$ cat src/pmc_pkg.sv
// constants and register map of the per-link performance monitor counter bank
//
// What this block does
// all mapping registers of the link refresh together in one cycle
// a zero-to-one write of the update trigger bit loads every mapping register
// with auto update enabled, every one-second tick loads every mapping register
// ten-bit CRC-6 error count in extended superframe; low byte 00H, top bits 01H
// twelve-bit F bit error count in SF, DM and SLC-96; 02H and 03H[3:0]
// in extended superframe the same counter counts frame alignment bit errors
// three-bit alignment change count at 04H bits 4 to 2
// five-bit sync loss count at 05H bits 4 to 0 in all four formats
// sixteen-bit pattern receiver bit error count; low 06H, high 07H
// sixteen-bit line code violation count; low 08H, high 09H
// ten-bit DDS pattern error count in DM format; low 0AH, top bits 0BH
// update copies accumulators and restarts them in the same cycle, losing nothing
// mapping registers are read-only; writes do nothing, reserved bits read zero
package pmc_pkg;

  // register indices; byte address is four times the index
  localparam logic [3:0] PMC_IDX_CRC_LO  = 4'h0;
  localparam logic [3:0] PMC_IDX_CRC_HI  = 4'h1;
  localparam logic [3:0] PMC_IDX_FER_LO  = 4'h2;
  localparam logic [3:0] PMC_IDX_FER_HI  = 4'h3;
  localparam logic [3:0] PMC_IDX_ALIGN   = 4'h4;
  localparam logic [3:0] PMC_IDX_SYNC    = 4'h5;
  localparam logic [3:0] PMC_IDX_PAT_LO  = 4'h6;
  localparam logic [3:0] PMC_IDX_PAT_HI  = 4'h7;
  localparam logic [3:0] PMC_IDX_LCV_LO  = 4'h8;
  localparam logic [3:0] PMC_IDX_LCV_HI  = 4'h9;
  localparam logic [3:0] PMC_IDX_DDS_LO  = 4'hA;
  localparam logic [3:0] PMC_IDX_DDS_HI  = 4'hB;
  localparam logic [3:0] PMC_IDX_CTRL    = 4'hC;

  // counter widths
  localparam int PMC_W_CRC   = 10;
  localparam int PMC_W_FER   = 12;
  localparam int PMC_W_ALIGN = 3;
  localparam int PMC_W_SYNC  = 5;
  localparam int PMC_W_PAT   = 16;
  localparam int PMC_W_LCV   = 16;
  localparam int PMC_W_DDS   = 10;

  // field positions
  localparam int PMC_ALIGN_LSB  = 2;
  localparam int PMC_CTRL_AUTO  = 0;
  localparam int PMC_CTRL_TRIG  = 1;
  localparam int PMC_CTRL_FMT_L = 2;
  localparam int PMC_CTRL_FMT_H = 3;
  localparam int PMC_CTRL_W     = 4;

  localparam logic [PMC_CTRL_W-1:0] PMC_CTRL_RESET = 4'h0;

  // frame formats
  typedef enum logic [1:0] {
    PMC_FMT_SF    = 2'h0,
    PMC_FMT_ESF   = 2'h1,
    PMC_FMT_DM    = 2'h2,
    PMC_FMT_SLC96 = 2'h3
  } pmc_format_t;

endpackage

$ cat src/pmc_event_counter.sv
// one saturating event accumulator with its snapshot register
`timescale 1ns/1ps
`default_nettype none
module pmc_event_counter #(
  parameter int W = 8
) (
  // clock and reset
  input  wire logic         clk_sys,
  input  wire logic         rst_b,
  // event and group load
  input  wire logic         event_in,
  input  wire logic         load,
  // snapshot
  output logic [W-1:0]      snapshot
);

  logic [W-1:0] count_reg;
  logic [W-1:0] count_next;
  logic [W-1:0] snap_reg;
  wire          at_max = &count_reg;

  // restart on load keeps an event of the load cycle in the new interval
  assign count_next = load ? {{(W-1){1'b0}}, event_in} :
                      (event_in && !at_max) ? count_reg + 1'b1 : count_reg;

  // accumulator and snapshot
  always_ff @(posedge clk_sys or negedge rst_b) begin
    if (!rst_b) begin
      count_reg <= '0;
      snap_reg  <= '0;
    end else begin
      count_reg <= count_next;
      if (load) begin
        snap_reg <= count_reg;
      end
    end
  end

  assign snapshot = snap_reg;

  // snapshot takes exactly the count before the load
  property p_load_copies;
    @(posedge clk_sys) disable iff (!rst_b)
    load |=> snap_reg == $past(count_reg);
  endproperty
  a_load_copies: assert property (p_load_copies)
    else $error("snapshot differs from accumulator at load");

  // accumulator restarts from zero or one
  property p_restart;
    @(posedge clk_sys) disable iff (!rst_b)
    load |=> count_reg == {{(W-1){1'b0}}, $past(event_in)};
  endproperty
  a_restart: assert property (p_restart)
    else $error("accumulator did not restart on load");

  // snapshot holds between loads
  property p_snap_hold;
    @(posedge clk_sys) disable iff (!rst_b)
    !load |=> $stable(snap_reg);
  endproperty
  a_snap_hold: assert property (p_snap_hold)
    else $error("snapshot changed without a group load");

endmodule
`default_nettype wire

$ cat src/pmc_counters.sv
// per-link performance monitor counter bank with APB register access
//
// Chosen here: the APB slave port.
`timescale 1ns/1ps
`default_nettype none
module pmc_counters
  import pmc_pkg::*;
(
  // clock and reset
  input  wire logic        clk_sys,
  input  wire logic        rst_b,
  // apb slave
  input  wire logic        psel,
  input  wire logic        penable,
  input  wire logic        pwrite,
  input  wire logic [11:0] paddr,
  input  wire logic [31:0] pwdata,
  input  wire logic [3:0]  pstrb,
  output logic             pready,
  output logic [31:0]      prdata,
  output logic             pslverr,
  // error events from framer and pattern receiver, one-cycle pulses
  input  wire logic        crc6_error_evt,
  input  wire logic        framing_error_evt,
  input  wire logic        alignment_change_evt,
  input  wire logic        sync_loss_evt,
  input  wire logic        pattern_error_evt,
  input  wire logic        line_code_violation_evt,
  input  wire logic        dds_error_evt,
  // timing
  input  wire logic        one_second_tick,
  // status
  output logic             group_update
);

  logic [PMC_CTRL_W-1:0]  ctrl_reg;
  logic [PMC_CTRL_W-1:0]  ctrl_next;
  logic                   update_reg;
  logic                   update_next;
  logic [31:0]            prdata_reg;
  logic                   pslverr_reg;

  logic [PMC_W_CRC-1:0]   crc_snap;
  logic [PMC_W_FER-1:0]   fer_snap;
  logic [PMC_W_ALIGN-1:0] align_snap;
  logic [PMC_W_SYNC-1:0]  sync_snap;
  logic [PMC_W_PAT-1:0]   pat_snap;
  logic [PMC_W_LCV-1:0]   lcv_snap;
  logic [PMC_W_DDS-1:0]   dds_snap;

  // address decode
  wire [3:0]   reg_idx     = paddr[5:2];
  wire         addr_mapped = (paddr[11:6] == 6'h00) && (paddr[1:0] == 2'h0) && (reg_idx <= PMC_IDX_CTRL);
  wire         setup_phase = psel && !penable;
  wire         access_wr   = psel && penable && pwrite && addr_mapped;
  wire         ctrl_wr     = access_wr && (reg_idx == PMC_IDX_CTRL) && pstrb[0];
  wire [1:0]   fmt         = ctrl_reg[PMC_CTRL_FMT_H:PMC_CTRL_FMT_L];
  wire         auto_en     = ctrl_reg[PMC_CTRL_AUTO];
  wire         trig_rise   = ctrl_wr && pwdata[PMC_CTRL_TRIG] && !ctrl_reg[PMC_CTRL_TRIG];

  // format gating of the event sources
  wire         fmt_esf = (fmt == PMC_FMT_ESF);
  wire         fmt_dm  = (fmt == PMC_FMT_DM);
  wire         crc_inc = crc6_error_evt && fmt_esf;
  wire         dds_inc = dds_error_evt && fmt_dm;

  // control register; only the control word is writable
  assign ctrl_next = ctrl_wr ? pwdata[PMC_CTRL_W-1:0] : ctrl_reg;

  // one group load from a trigger edge or from the second tick
  assign update_next = trig_rise || (auto_en && one_second_tick);   // see R2

  always_ff @(posedge clk_sys or negedge rst_b) begin
    if (!rst_b) begin
      ctrl_reg   <= PMC_CTRL_RESET;
      update_reg <= 1'b0;
    end else begin
      ctrl_reg   <= ctrl_next;
      update_reg <= update_next;
    end
  end

  assign group_update = update_reg;

  // counters, all loaded by the same pulse
  pmc_event_counter #(.W(PMC_W_CRC)) u_crc (
    .clk_sys  (clk_sys),
    .rst_b    (rst_b),
    .event_in (crc_inc),
    .load     (update_reg),
    .snapshot (crc_snap)
  );

  // F bit errors or, in extended superframe, alignment bit errors
  pmc_event_counter #(.W(PMC_W_FER)) u_fer (
    .clk_sys  (clk_sys),
    .rst_b    (rst_b),
    .event_in (framing_error_evt),                                  // see R5
    .load     (update_reg),
    .snapshot (fer_snap)
  );

  pmc_event_counter #(.W(PMC_W_ALIGN)) u_align (
    .clk_sys  (clk_sys),
    .rst_b    (rst_b),
    .event_in (alignment_change_evt),
    .load     (update_reg),
    .snapshot (align_snap)
  );

  pmc_event_counter #(.W(PMC_W_SYNC)) u_sync (
    .clk_sys  (clk_sys),
    .rst_b    (rst_b),
    .event_in (sync_loss_evt),
    .load     (update_reg),
    .snapshot (sync_snap)
  );

  pmc_event_counter #(.W(PMC_W_PAT)) u_pat (
    .clk_sys  (clk_sys),
    .rst_b    (rst_b),
    .event_in (pattern_error_evt),
    .load     (update_reg),
    .snapshot (pat_snap)
  );

  pmc_event_counter #(.W(PMC_W_LCV)) u_lcv (
    .clk_sys  (clk_sys),
    .rst_b    (rst_b),
    .event_in (line_code_violation_evt),
    .load     (update_reg),
    .snapshot (lcv_snap)
  );

  pmc_event_counter #(.W(PMC_W_DDS)) u_dds (
    .clk_sys  (clk_sys),
    .rst_b    (rst_b),
    .event_in (dds_inc),
    .load     (update_reg),
    .snapshot (dds_snap)
  );

  // read mux; unused bits are zero
  logic [7:0] rd_byte;
  always_comb begin
    rd_byte = 8'h00;
    case (reg_idx)
      PMC_IDX_CRC_LO: rd_byte = crc_snap[7:0];
      PMC_IDX_CRC_HI: rd_byte = {6'h00, crc_snap[9:8]};
      PMC_IDX_FER_LO: rd_byte = fer_snap[7:0];
      PMC_IDX_FER_HI: rd_byte = {4'h0, fer_snap[11:8]};
      PMC_IDX_ALIGN:  rd_byte = {3'h0, align_snap, 2'h0};
      PMC_IDX_SYNC:   rd_byte = {3'h0, sync_snap};
      PMC_IDX_PAT_LO: rd_byte = pat_snap[7:0];
      PMC_IDX_PAT_HI: rd_byte = pat_snap[15:8];
      PMC_IDX_LCV_LO: rd_byte = lcv_snap[7:0];
      PMC_IDX_LCV_HI: rd_byte = lcv_snap[15:8];
      PMC_IDX_DDS_LO: rd_byte = dds_snap[7:0];
      PMC_IDX_DDS_HI: rd_byte = {6'h00, dds_snap[9:8]};
      PMC_IDX_CTRL:   rd_byte = {4'h0, ctrl_reg};
      default:        rd_byte = 8'h00;
    endcase
  end

  // read data and error are captured in the setup cycle
  always_ff @(posedge clk_sys or negedge rst_b) begin
    if (!rst_b) begin
      prdata_reg  <= 32'h0000_0000;
      pslverr_reg <= 1'b0;
    end else if (setup_phase) begin
      prdata_reg  <= (addr_mapped && !pwrite) ? {24'h00_0000, rd_byte} : 32'h0000_0000;
      pslverr_reg <= !addr_mapped;
    end
  end

  // zero wait states
  assign pready  = 1'b1;
  assign prdata  = prdata_reg;
  assign pslverr = psel && penable && pslverr_reg;

  // a trigger edge produces the load one cycle later
  property p_trig_edge;
    @(posedge clk_sys) disable iff (!rst_b)
    (ctrl_wr && pwdata[PMC_CTRL_TRIG] && !ctrl_reg[PMC_CTRL_TRIG]) |=> group_update;
  endproperty
  a_trig_edge: assert property (p_trig_edge)
    else $error("trigger edge did not load the mapping registers");

  // a second tick with auto update loads the group
  property p_auto_tick;
    @(posedge clk_sys) disable iff (!rst_b)
    (auto_en && one_second_tick) |=> group_update;
  endproperty
  a_auto_tick: assert property (p_auto_tick)
    else $error("second tick did not load the mapping registers");

  // no load without a cause
  property p_no_spurious;
    @(posedge clk_sys) disable iff (!rst_b)
    group_update |-> $past(trig_rise) || $past(auto_en && one_second_tick);
  endproperty
  a_no_spurious: assert property (p_no_spurious)
    else $error("group load without trigger or tick");

  // trigger held at one does not reload
  property p_trig_level;
    @(posedge clk_sys) disable iff (!rst_b)
    (ctrl_wr && ctrl_reg[PMC_CTRL_TRIG] && !auto_en) |=> !group_update;
  endproperty
  a_trig_level: assert property (p_trig_level)
    else $error("trigger without a rising edge loaded the group");

  // CRC counter counts only in extended superframe
  property p_crc_gate;
    @(posedge clk_sys) disable iff (!rst_b)
    (!fmt_esf && !update_reg) |=> $stable(u_crc.count_reg);
  endproperty
  a_crc_gate: assert property (p_crc_gate)
    else $error("crc count moved outside extended superframe");

  // DDS counter counts only in digital-multiplexed format
  property p_dds_gate;
    @(posedge clk_sys) disable iff (!rst_b)
    (!fmt_dm && !update_reg) |=> $stable(u_dds.count_reg);
  endproperty
  a_dds_gate: assert property (p_dds_gate)
    else $error("dds count moved outside dm format");

  // read data upper bits are zero
  property p_reserved_zero;
    @(posedge clk_sys) disable iff (!rst_b)
    prdata[31:8] == 24'h00_0000;
  endproperty
  a_reserved_zero: assert property (p_reserved_zero)
    else $error("reserved read bits not zero");

  // a write to a mapping register leaves the control word alone
  property p_ro_write;
    @(posedge clk_sys) disable iff (!rst_b)
    (access_wr && reg_idx != PMC_IDX_CTRL) |=> $stable(ctrl_reg) && !pslverr;
  endproperty
  a_ro_write: assert property (p_ro_write)
    else $error("write to read-only register had an effect");

  // only a control write may change the control word
  property p_ctrl_hold;
    @(posedge clk_sys) disable iff (!rst_b)
    !ctrl_wr |=> $stable(ctrl_reg);
  endproperty
  a_ctrl_hold: assert property (p_ctrl_hold)
    else $error("control word changed without a control write");

  // a crc error in extended superframe outside a load adds one unless saturated
  property p_crc_count;
    @(posedge clk_sys) disable iff (!rst_b)
    (crc_inc && !update_reg && !(&u_crc.count_reg)) |=> u_crc.count_reg == $past(u_crc.count_reg) + 1'b1;
  endproperty
  a_crc_count: assert property (p_crc_count)
    else $error("crc count did not advance on an error");

  // a framing error outside a load adds one unless saturated
  property p_fer_count;
    @(posedge clk_sys) disable iff (!rst_b)
    (framing_error_evt && !update_reg && !(&u_fer.count_reg)) |=> u_fer.count_reg == $past(u_fer.count_reg) + 1'b1;
  endproperty
  a_fer_count: assert property (p_fer_count)                        // see R5
    else $error("framing count did not advance on an error");

  // a saturated alignment change count stays at its top until the next load
  property p_align_sat;
    @(posedge clk_sys) disable iff (!rst_b)
    (&u_align.count_reg && !update_reg) |=> &u_align.count_reg;
  endproperty
  a_align_sat: assert property (p_align_sat)
    else $error("alignment change count left saturation without a load");

  // a sync loss outside a load adds one unless saturated
  property p_sync_count;
    @(posedge clk_sys) disable iff (!rst_b)
    (sync_loss_evt && !update_reg && !(&u_sync.count_reg)) |=> u_sync.count_reg == $past(u_sync.count_reg) + 1'b1;
  endproperty
  a_sync_count: assert property (p_sync_count)
    else $error("sync loss count did not advance on an event");

  // a pattern bit error outside a load adds one unless saturated
  property p_pat_count;
    @(posedge clk_sys) disable iff (!rst_b)
    (pattern_error_evt && !update_reg && !(&u_pat.count_reg)) |=> u_pat.count_reg == $past(u_pat.count_reg) + 1'b1;
  endproperty
  a_pat_count: assert property (p_pat_count)
    else $error("pattern error count did not advance on an error");

  // a line code violation outside a load adds one unless saturated
  property p_lcv_count;
    @(posedge clk_sys) disable iff (!rst_b)
    (line_code_violation_evt && !update_reg && !(&u_lcv.count_reg)) |=>
      u_lcv.count_reg == $past(u_lcv.count_reg) + 1'b1;
  endproperty
  a_lcv_count: assert property (p_lcv_count)
    else $error("line code count did not advance on a violation");

  // a dds error in digital-multiplexed format outside a load adds one unless saturated
  property p_dds_count;
    @(posedge clk_sys) disable iff (!rst_b)
    (dds_inc && !update_reg && !(&u_dds.count_reg)) |=> u_dds.count_reg == $past(u_dds.count_reg) + 1'b1;
  endproperty
  a_dds_count: assert property (p_dds_count)
    else $error("dds count did not advance on an error");

endmodule
`default_nettype wire

$ cat config.mk
export PLATFORM = sky130hd
export DESIGN_NAME = pmc_counters
export DESIGN_NICKNAME = d
export VERILOG_FILES = /design/src/pmc_pkg.sv /design/src/pmc_event_counter.sv /design/src/pmc_counters.sv
export SDC_FILE = /design/constraint.sdc
export NUM_CORES = 1
export LEC_CHECK = 0
export BUFFER_PORTS_ARGS = -buffer_cell sky130_fd_sc_hd__buf_2
export CAP_MARGIN = 30
export CORE_MARGIN = 4
export CORE_UTILIZATION = 30
export DETAILED_ROUTE_END_ITERATION = 8
export PLACE_DENSITY_LB_ADDON = 0.15
export SLEW_MARGIN = 20
export SYNTH_ARGS = -nofsm -noshare
export SYNTH_HDL_FRONTEND = slang
export SYNTH_SLANG_ARGS = --single-unit
$ cat constraint.sdc
create_clock -name clk_sys -period 5.9 [get_ports clk_sys]
set_clock_uncertainty 0.15 [all_clocks]
set_input_delay 1.18 -clock clk_sys [delete_from_list [all_inputs] [get_ports clk_sys]]
set_output_delay 1.18 -clock clk_sys [all_outputs]
set_load 0.02 [all_outputs]
# [Word-level counts from Yosys, hierarchy flattened]
# Index checks and enable logic that the tools add are counted.
[op_classes] addsub=7 magnitude_cmp=1 n_eq_ne=14 n_mux=16 reduce_logical=51
[op_table] cell="case mux 8 bit (13 select lines)" count=1
[op_table] cell="2-to-1 mux 16 bit" count=4
[op_table] cell="2-to-1 mux 10 bit" count=4
[op_table] cell="adder 16 x 1 -> 16 bit (second input constant)" count=2
[op_table] cell="AND reduction 16 bit" count=2
[op_table] cell="2-to-1 mux 12 bit" count=2
[op_table] cell="logical AND 1 bit" count=22
[op_table] cell="adder 10 x 1 -> 10 bit (second input constant)" count=2
[op_table] cell="equality test 4 bit (second input constant)" count=5
[op_table] cell="AND reduction 10 bit" count=2
[op_table] cell="equality test 4 x 3 -> 1 bit (second input constant)" count=4
[op_table] cell="nonzero test 2 bit" count=7
[op_table] cell="adder 12 x 1 -> 12 bit (second input constant)" count=1
[op_table] cell="AND reduction 12 bit" count=1
[op_table] cell="logical NOT 1 bit" count=11
[op_table] cell="2-to-1 mux 5 bit" count=2
[op_table] cell="equality test 4 x 2 -> 1 bit (second input constant)" count=2
[op_table] cell="2-to-1 mux 8 bit" count=1
[op_table] cell="logical NOT 6 bit" count=1
[op_table] cell="2-to-1 mux 3 bit" count=2
[op_table] cell="adder 5 x 1 -> 5 bit (second input constant)" count=1
[op_table] cell="AND reduction 5 bit" count=1
[op_table] cell="equality test 4 x 1 -> 1 bit (second input constant)" count=1
[op_table] cell="<= comparator 4 bit (second input constant)" count=1
[op_table] cell="7 further kinds" count=7
[word_totals] register_bits=182 inputBits=61 output_inout_bits=35

# [Depth between registers and ports, before layout]
[depth] depth_word=9 mapped_depth=7 ltp_nobuf=7

# [Hierarchy]
# A second synthesis with hierarchy kept.
[unflattened] cells_unflattened=806 area_unflattened_um2=8718.4
[by_module_without_submodules] mod="pmc_event_counter (u_lcv ...)" instances=2 cells_each=131 area_per_inst_um2=1520.2
[by_module_without_submodules] mod="pmc_event_counter (u_crc ...)" instances=2 cells_each=97 area_per_inst_um2=1073.5
[by_module_without_submodules] mod="pmc_counters" instances=1 cells_each=195 area_per_inst_um2=1644.1
[by_module_without_submodules] mod="pmc_event_counter (u_fer)" instances=1 cells_each=96 area_per_inst_um2=1141.1
[by_module_without_submodules] mod="pmc_event_counter (u_sync)" instances=1 cells_each=38 area_per_inst_um2=449.2
[by_module_without_submodules] mod="pmc_event_counter (u_align)" instances=1 cells_each=21 area_per_inst_um2=296.5

# [Worst setup path before layout]
# Ideal clock, no wire load.
[synth_timing] kind="input port to flip-flop" startpoint="input paddr[3]" endpoint="register ctrl_reg[0]" arrival_ps=2579 required_time_ps=5625 slack_ps=3046 path_stages=6 path_cell_list="buf_2 or2_1 buf_6 or4_4 buf_6 mux2_4"
[synth_between] elab_chain_cells=5 word_cells_on_any_way=6 classes_between="1 x order compare; 1 x eq/ne; 4 x reduce/logical"
[synth_rtl] element="start, declared" line_no="pmc_counters.sv:16" source="input wire logic [11:0] paddr,"
[synth_rtl] element="<= comparator 4 bit" line_no="pmc_counters.sv:53" source="wire addr_mapped = (paddr[11:6] == 6'h00) && (paddr[1:0] == 2'h0) && (reg_idx <= PMC_IDX_CTRL);"
[synth_rtl] element="logical AND 1 bit" line_no="pmc_counters.sv:53"
[synth_rtl] element="logical AND 1 bit" line_no="pmc_counters.sv:55" source="wire access_wr = psel && penable && pwrite && addr_mapped;"
[synth_rtl] element="logical AND 1 bit * (2 in a row)" line_no="pmc_counters.sv:56" source="wire ctrl_wr = access_wr && (reg_idx == PMC_IDX_CTRL) && pstrb[0];"
[synth_rtl] element="end signal, assigned" line_no="pmc_counters.sv:78" source="ctrl_reg <= ctrl_next;"
[synth_rtl] element="end, declared" line_no="pmc_counters.sv:36" source="logic [PMC_CTRL_W-1:0] ctrl_reg;"
# Every way passes the cells marked *; elsewhere a longest branch is shown, timed or not.
# A chain may end at the register's enable or synchronous reset.

# [Worst setup path after layout]
[layout_timing] startpoint="input psel" endpoint="output pslverr"
[layout_between] elab_chain_cells=2
[layout_rtl] element="start, declared" line_no="pmc_counters.sv:13" source="input wire logic psel,"
[layout_rtl] element="logical AND 1 bit (2 in a row)" line_no="pmc_counters.sv:179" source="assign pslverr = psel && penable && pslverr_reg;"
[layout_rtl] element="end, declared" line_no="pmc_counters.sv:21" source="output logic pslverr,"
# No other way between the ends.

==> impl_metrics.json <==
{
  "root_buffer": "clkbuf_16",
  "syn_inst": 798,
  "antenna_found_initial": 0,
  "critical_path_class": "input pin to output pin",
  "final_common_cell": "dfrtp_1",
  "drtAntennaViolNets": 0,
  "synth.distinct_cells": 66,
  "grt_pass1_vias": 5983,
  "required_ns": 4.57,
  "whs_ns": 0.352,
  "grt_util_all_layers_pct": 14.1,
  "design_area_um2": 9390,
  "row_count": 61,
  "vias": 6166,
  "areaGrowthSynthToFinish_pct": 11.3,
  "postCtsResizedCells": 0,
  "drtIter0Drc": 435,
  "dieArea_um2": 30900,
  "vias_per_cell": 5.14,
  "wirelength_um": 21300,
  "yosysSeqAreaShare_pct": 46.9,
  "clk_latency_ns": 0.43,
  "fin_ws_ns": 2.97,
  "grt_pass1_wl_um": 34800,
  "dr.pass1.iters": 4,
  "hp-class": "flip-flop to flip-flop",
  "drc": 0,
  "path_max_fanout": 4,
  "drive_gt1_share_pct": 22.7,
  "core_um2": 27800,
  "die_h_um": 176,
  "async_flop_share_pct": 100,
  "finalPower_mw": 2.66,
  "final-hold-violation-count": 0,
  "syn_area_per_cell_um2": 10.6,
  "fin_tns_setup_ns": 0,
  "htreeDepth": 4,
  "pin_count": 96,
  "peakVddDrop_mv": 0.185,
  "synth_top_area_share_pct": 46.9,
  "wl_per_cell_um": 17.8,
  "place_inst": 1167,
  "ys.warnings.count": 0,
  "gp_congestion": 0.774,
  "syn_area_um2": 8430,
  "nNetsFinal": 878,
  "start_util_pct": 30.4,
  "rsz0062_at_grt": "false",
  "multi_input_comb_area_um2": 4110,
  "die_w_um": 176,
  "tightest_slew_ns": 0.895,
  "grt_remaining_overflow": 0,
  "synth-main-ff-cell": "dfrtp_1",
  "startpoint_type": "input pin",
  "post-cts-setup-buffer-count": 0,
  "grt_max_degree": 93,
  "power_leakage_nw": 4.14,
  "fmax_mhz": 341,
  "cts_sinks": 158,
  "place_area_um2": 8840,
  "cts_tree": "built",
  "dp_slack_ns": 2.68,
  "pwr_density_cell_nw_per_um2": 283,
  "antenna_cells": 0,
  "utilization_pct": 33.8,
  "cts_hold_repair.buffers": 0,
  "clockBufferDepth": 2,
  "slew_violations": 0,
  "n_fill_cell": 2913,
  "yosys.area.top_type": "dfrtp_1",
  "relSlewSlack_pct": 40.3,
  "setup_viol": 0,
  "synth_edf_count": 0,
  "seq_area_um2": 3960,
  "clkTransAtPathRegs_ns": 0.07,
  "max_cap_viol_count": 0,
  "numCtsBuffers": 17,
  "synth_seq_cells": 158,
  "period_minus_slack_ns": 2.93,
  "synth_area_leaders": "dfrtp_1, mux2_2, a21oi_1",
  "stdcell_count": 1199,
  "final.period_utilization_pct": 49.7,
  "port_buffers": 39,
  "hpwl_um": 14300,
  "cp-end-kind": "output pin",
  "mostFrequentLayoutCells": "dfrtp_1, mux2_2, nand2_1",
  "arrival_ns": 1.60,
  "status": "finished, final reports clean"
}
cell type report:
cell class                 count  share of cell area, %
clock buffer                  18                   4.68
clock inverter                14                   1.15
inverter                      10                  0.400
multi-input combinational    575                   43.8
sequential                   158                   42.1
tap                          378                   5.04
timing repair buffer          46                   2.81
critical path: stages:
cell,delay (ns)
buf_2,0.11
and3_1,0.15
buf_2,0.15
routing by layer:
layer / vias up / part of all wire, % / GRT usage (%)
met5: - / 0 / 0
met2: 87 / 45 / 20.9
met3: 16 / 2.9 / 2.86
met4: 0 / 1.2 / 3.87
li1: 2962 / - / -
met1: 3101 / 51 / 21.1
synth_stat cells (17+ instances only):
cell and instances:
nor2_1 40, buf_4 25, a21oi_1 42, clkbuf_1 34
mux2_2 96, nor2b_1 22, nand3_1 28, o31ai_1 17
nand4_1 23, dfrtp_1 158, nand2_1 45, o21ai_0 20
cell families after synthesis:
kind of cell             Yosys count  share of synthesized area [%]
AND/OR/NAND/NOR                  276                           18.9
other                              2                         0.0890
buffers and inverters             88                           5.40
XOR/XNOR                           5                          0.519
multiplexers                     114                           15.2
AO/OA/AOI/OAI                    146                           11.7
flip-flops                       158                           46.9
adder cells (fa/ha/maj)            9                           1.34
where the power goes:
part / total (mW) / internal (mW) / switching (mW) / leakage, nW
Combinational: 0.306 / 0.143 / 0.163 / 1.73
Sequential: 1.30 / 1.17 / 0.127 / 2.15
Clock: 1.05 / 0.556 / 0.496 / 0.264
Total: 2.66 / 1.87 / 0.786 / 4.14
final timing paths:
check                                               from                              to  slack (ns)  cells after the start
setup / recovery                                    psel                         pslverr        2.97                      3
hold / removal             u_crc.snapshot[3]$_DFFE_PN0P_   u_crc.snapshot[3]$_DFFE_PN0P_        0.35                      1
setup reg to reg                  group_update$_DFF_PN0_   u_crc.snapshot[9]$_DFFE_PN0P_        3.06                      3
hold reg to reg            u_crc.snapshot[3]$_DFFE_PN0P_   u_crc.snapshot[3]$_DFFE_PN0P_        0.35                      1
max in group asynchronous                          rst_b   u_fer.snapshot[6]$_DFFE_PN0P_        4.07                      2
min in group asynchronous                          rst_b  u_dds.count_reg[3]$_DFFE_PN0P_        0.58                      1
No activity file was read; power rests on OpenSTA's default activity.
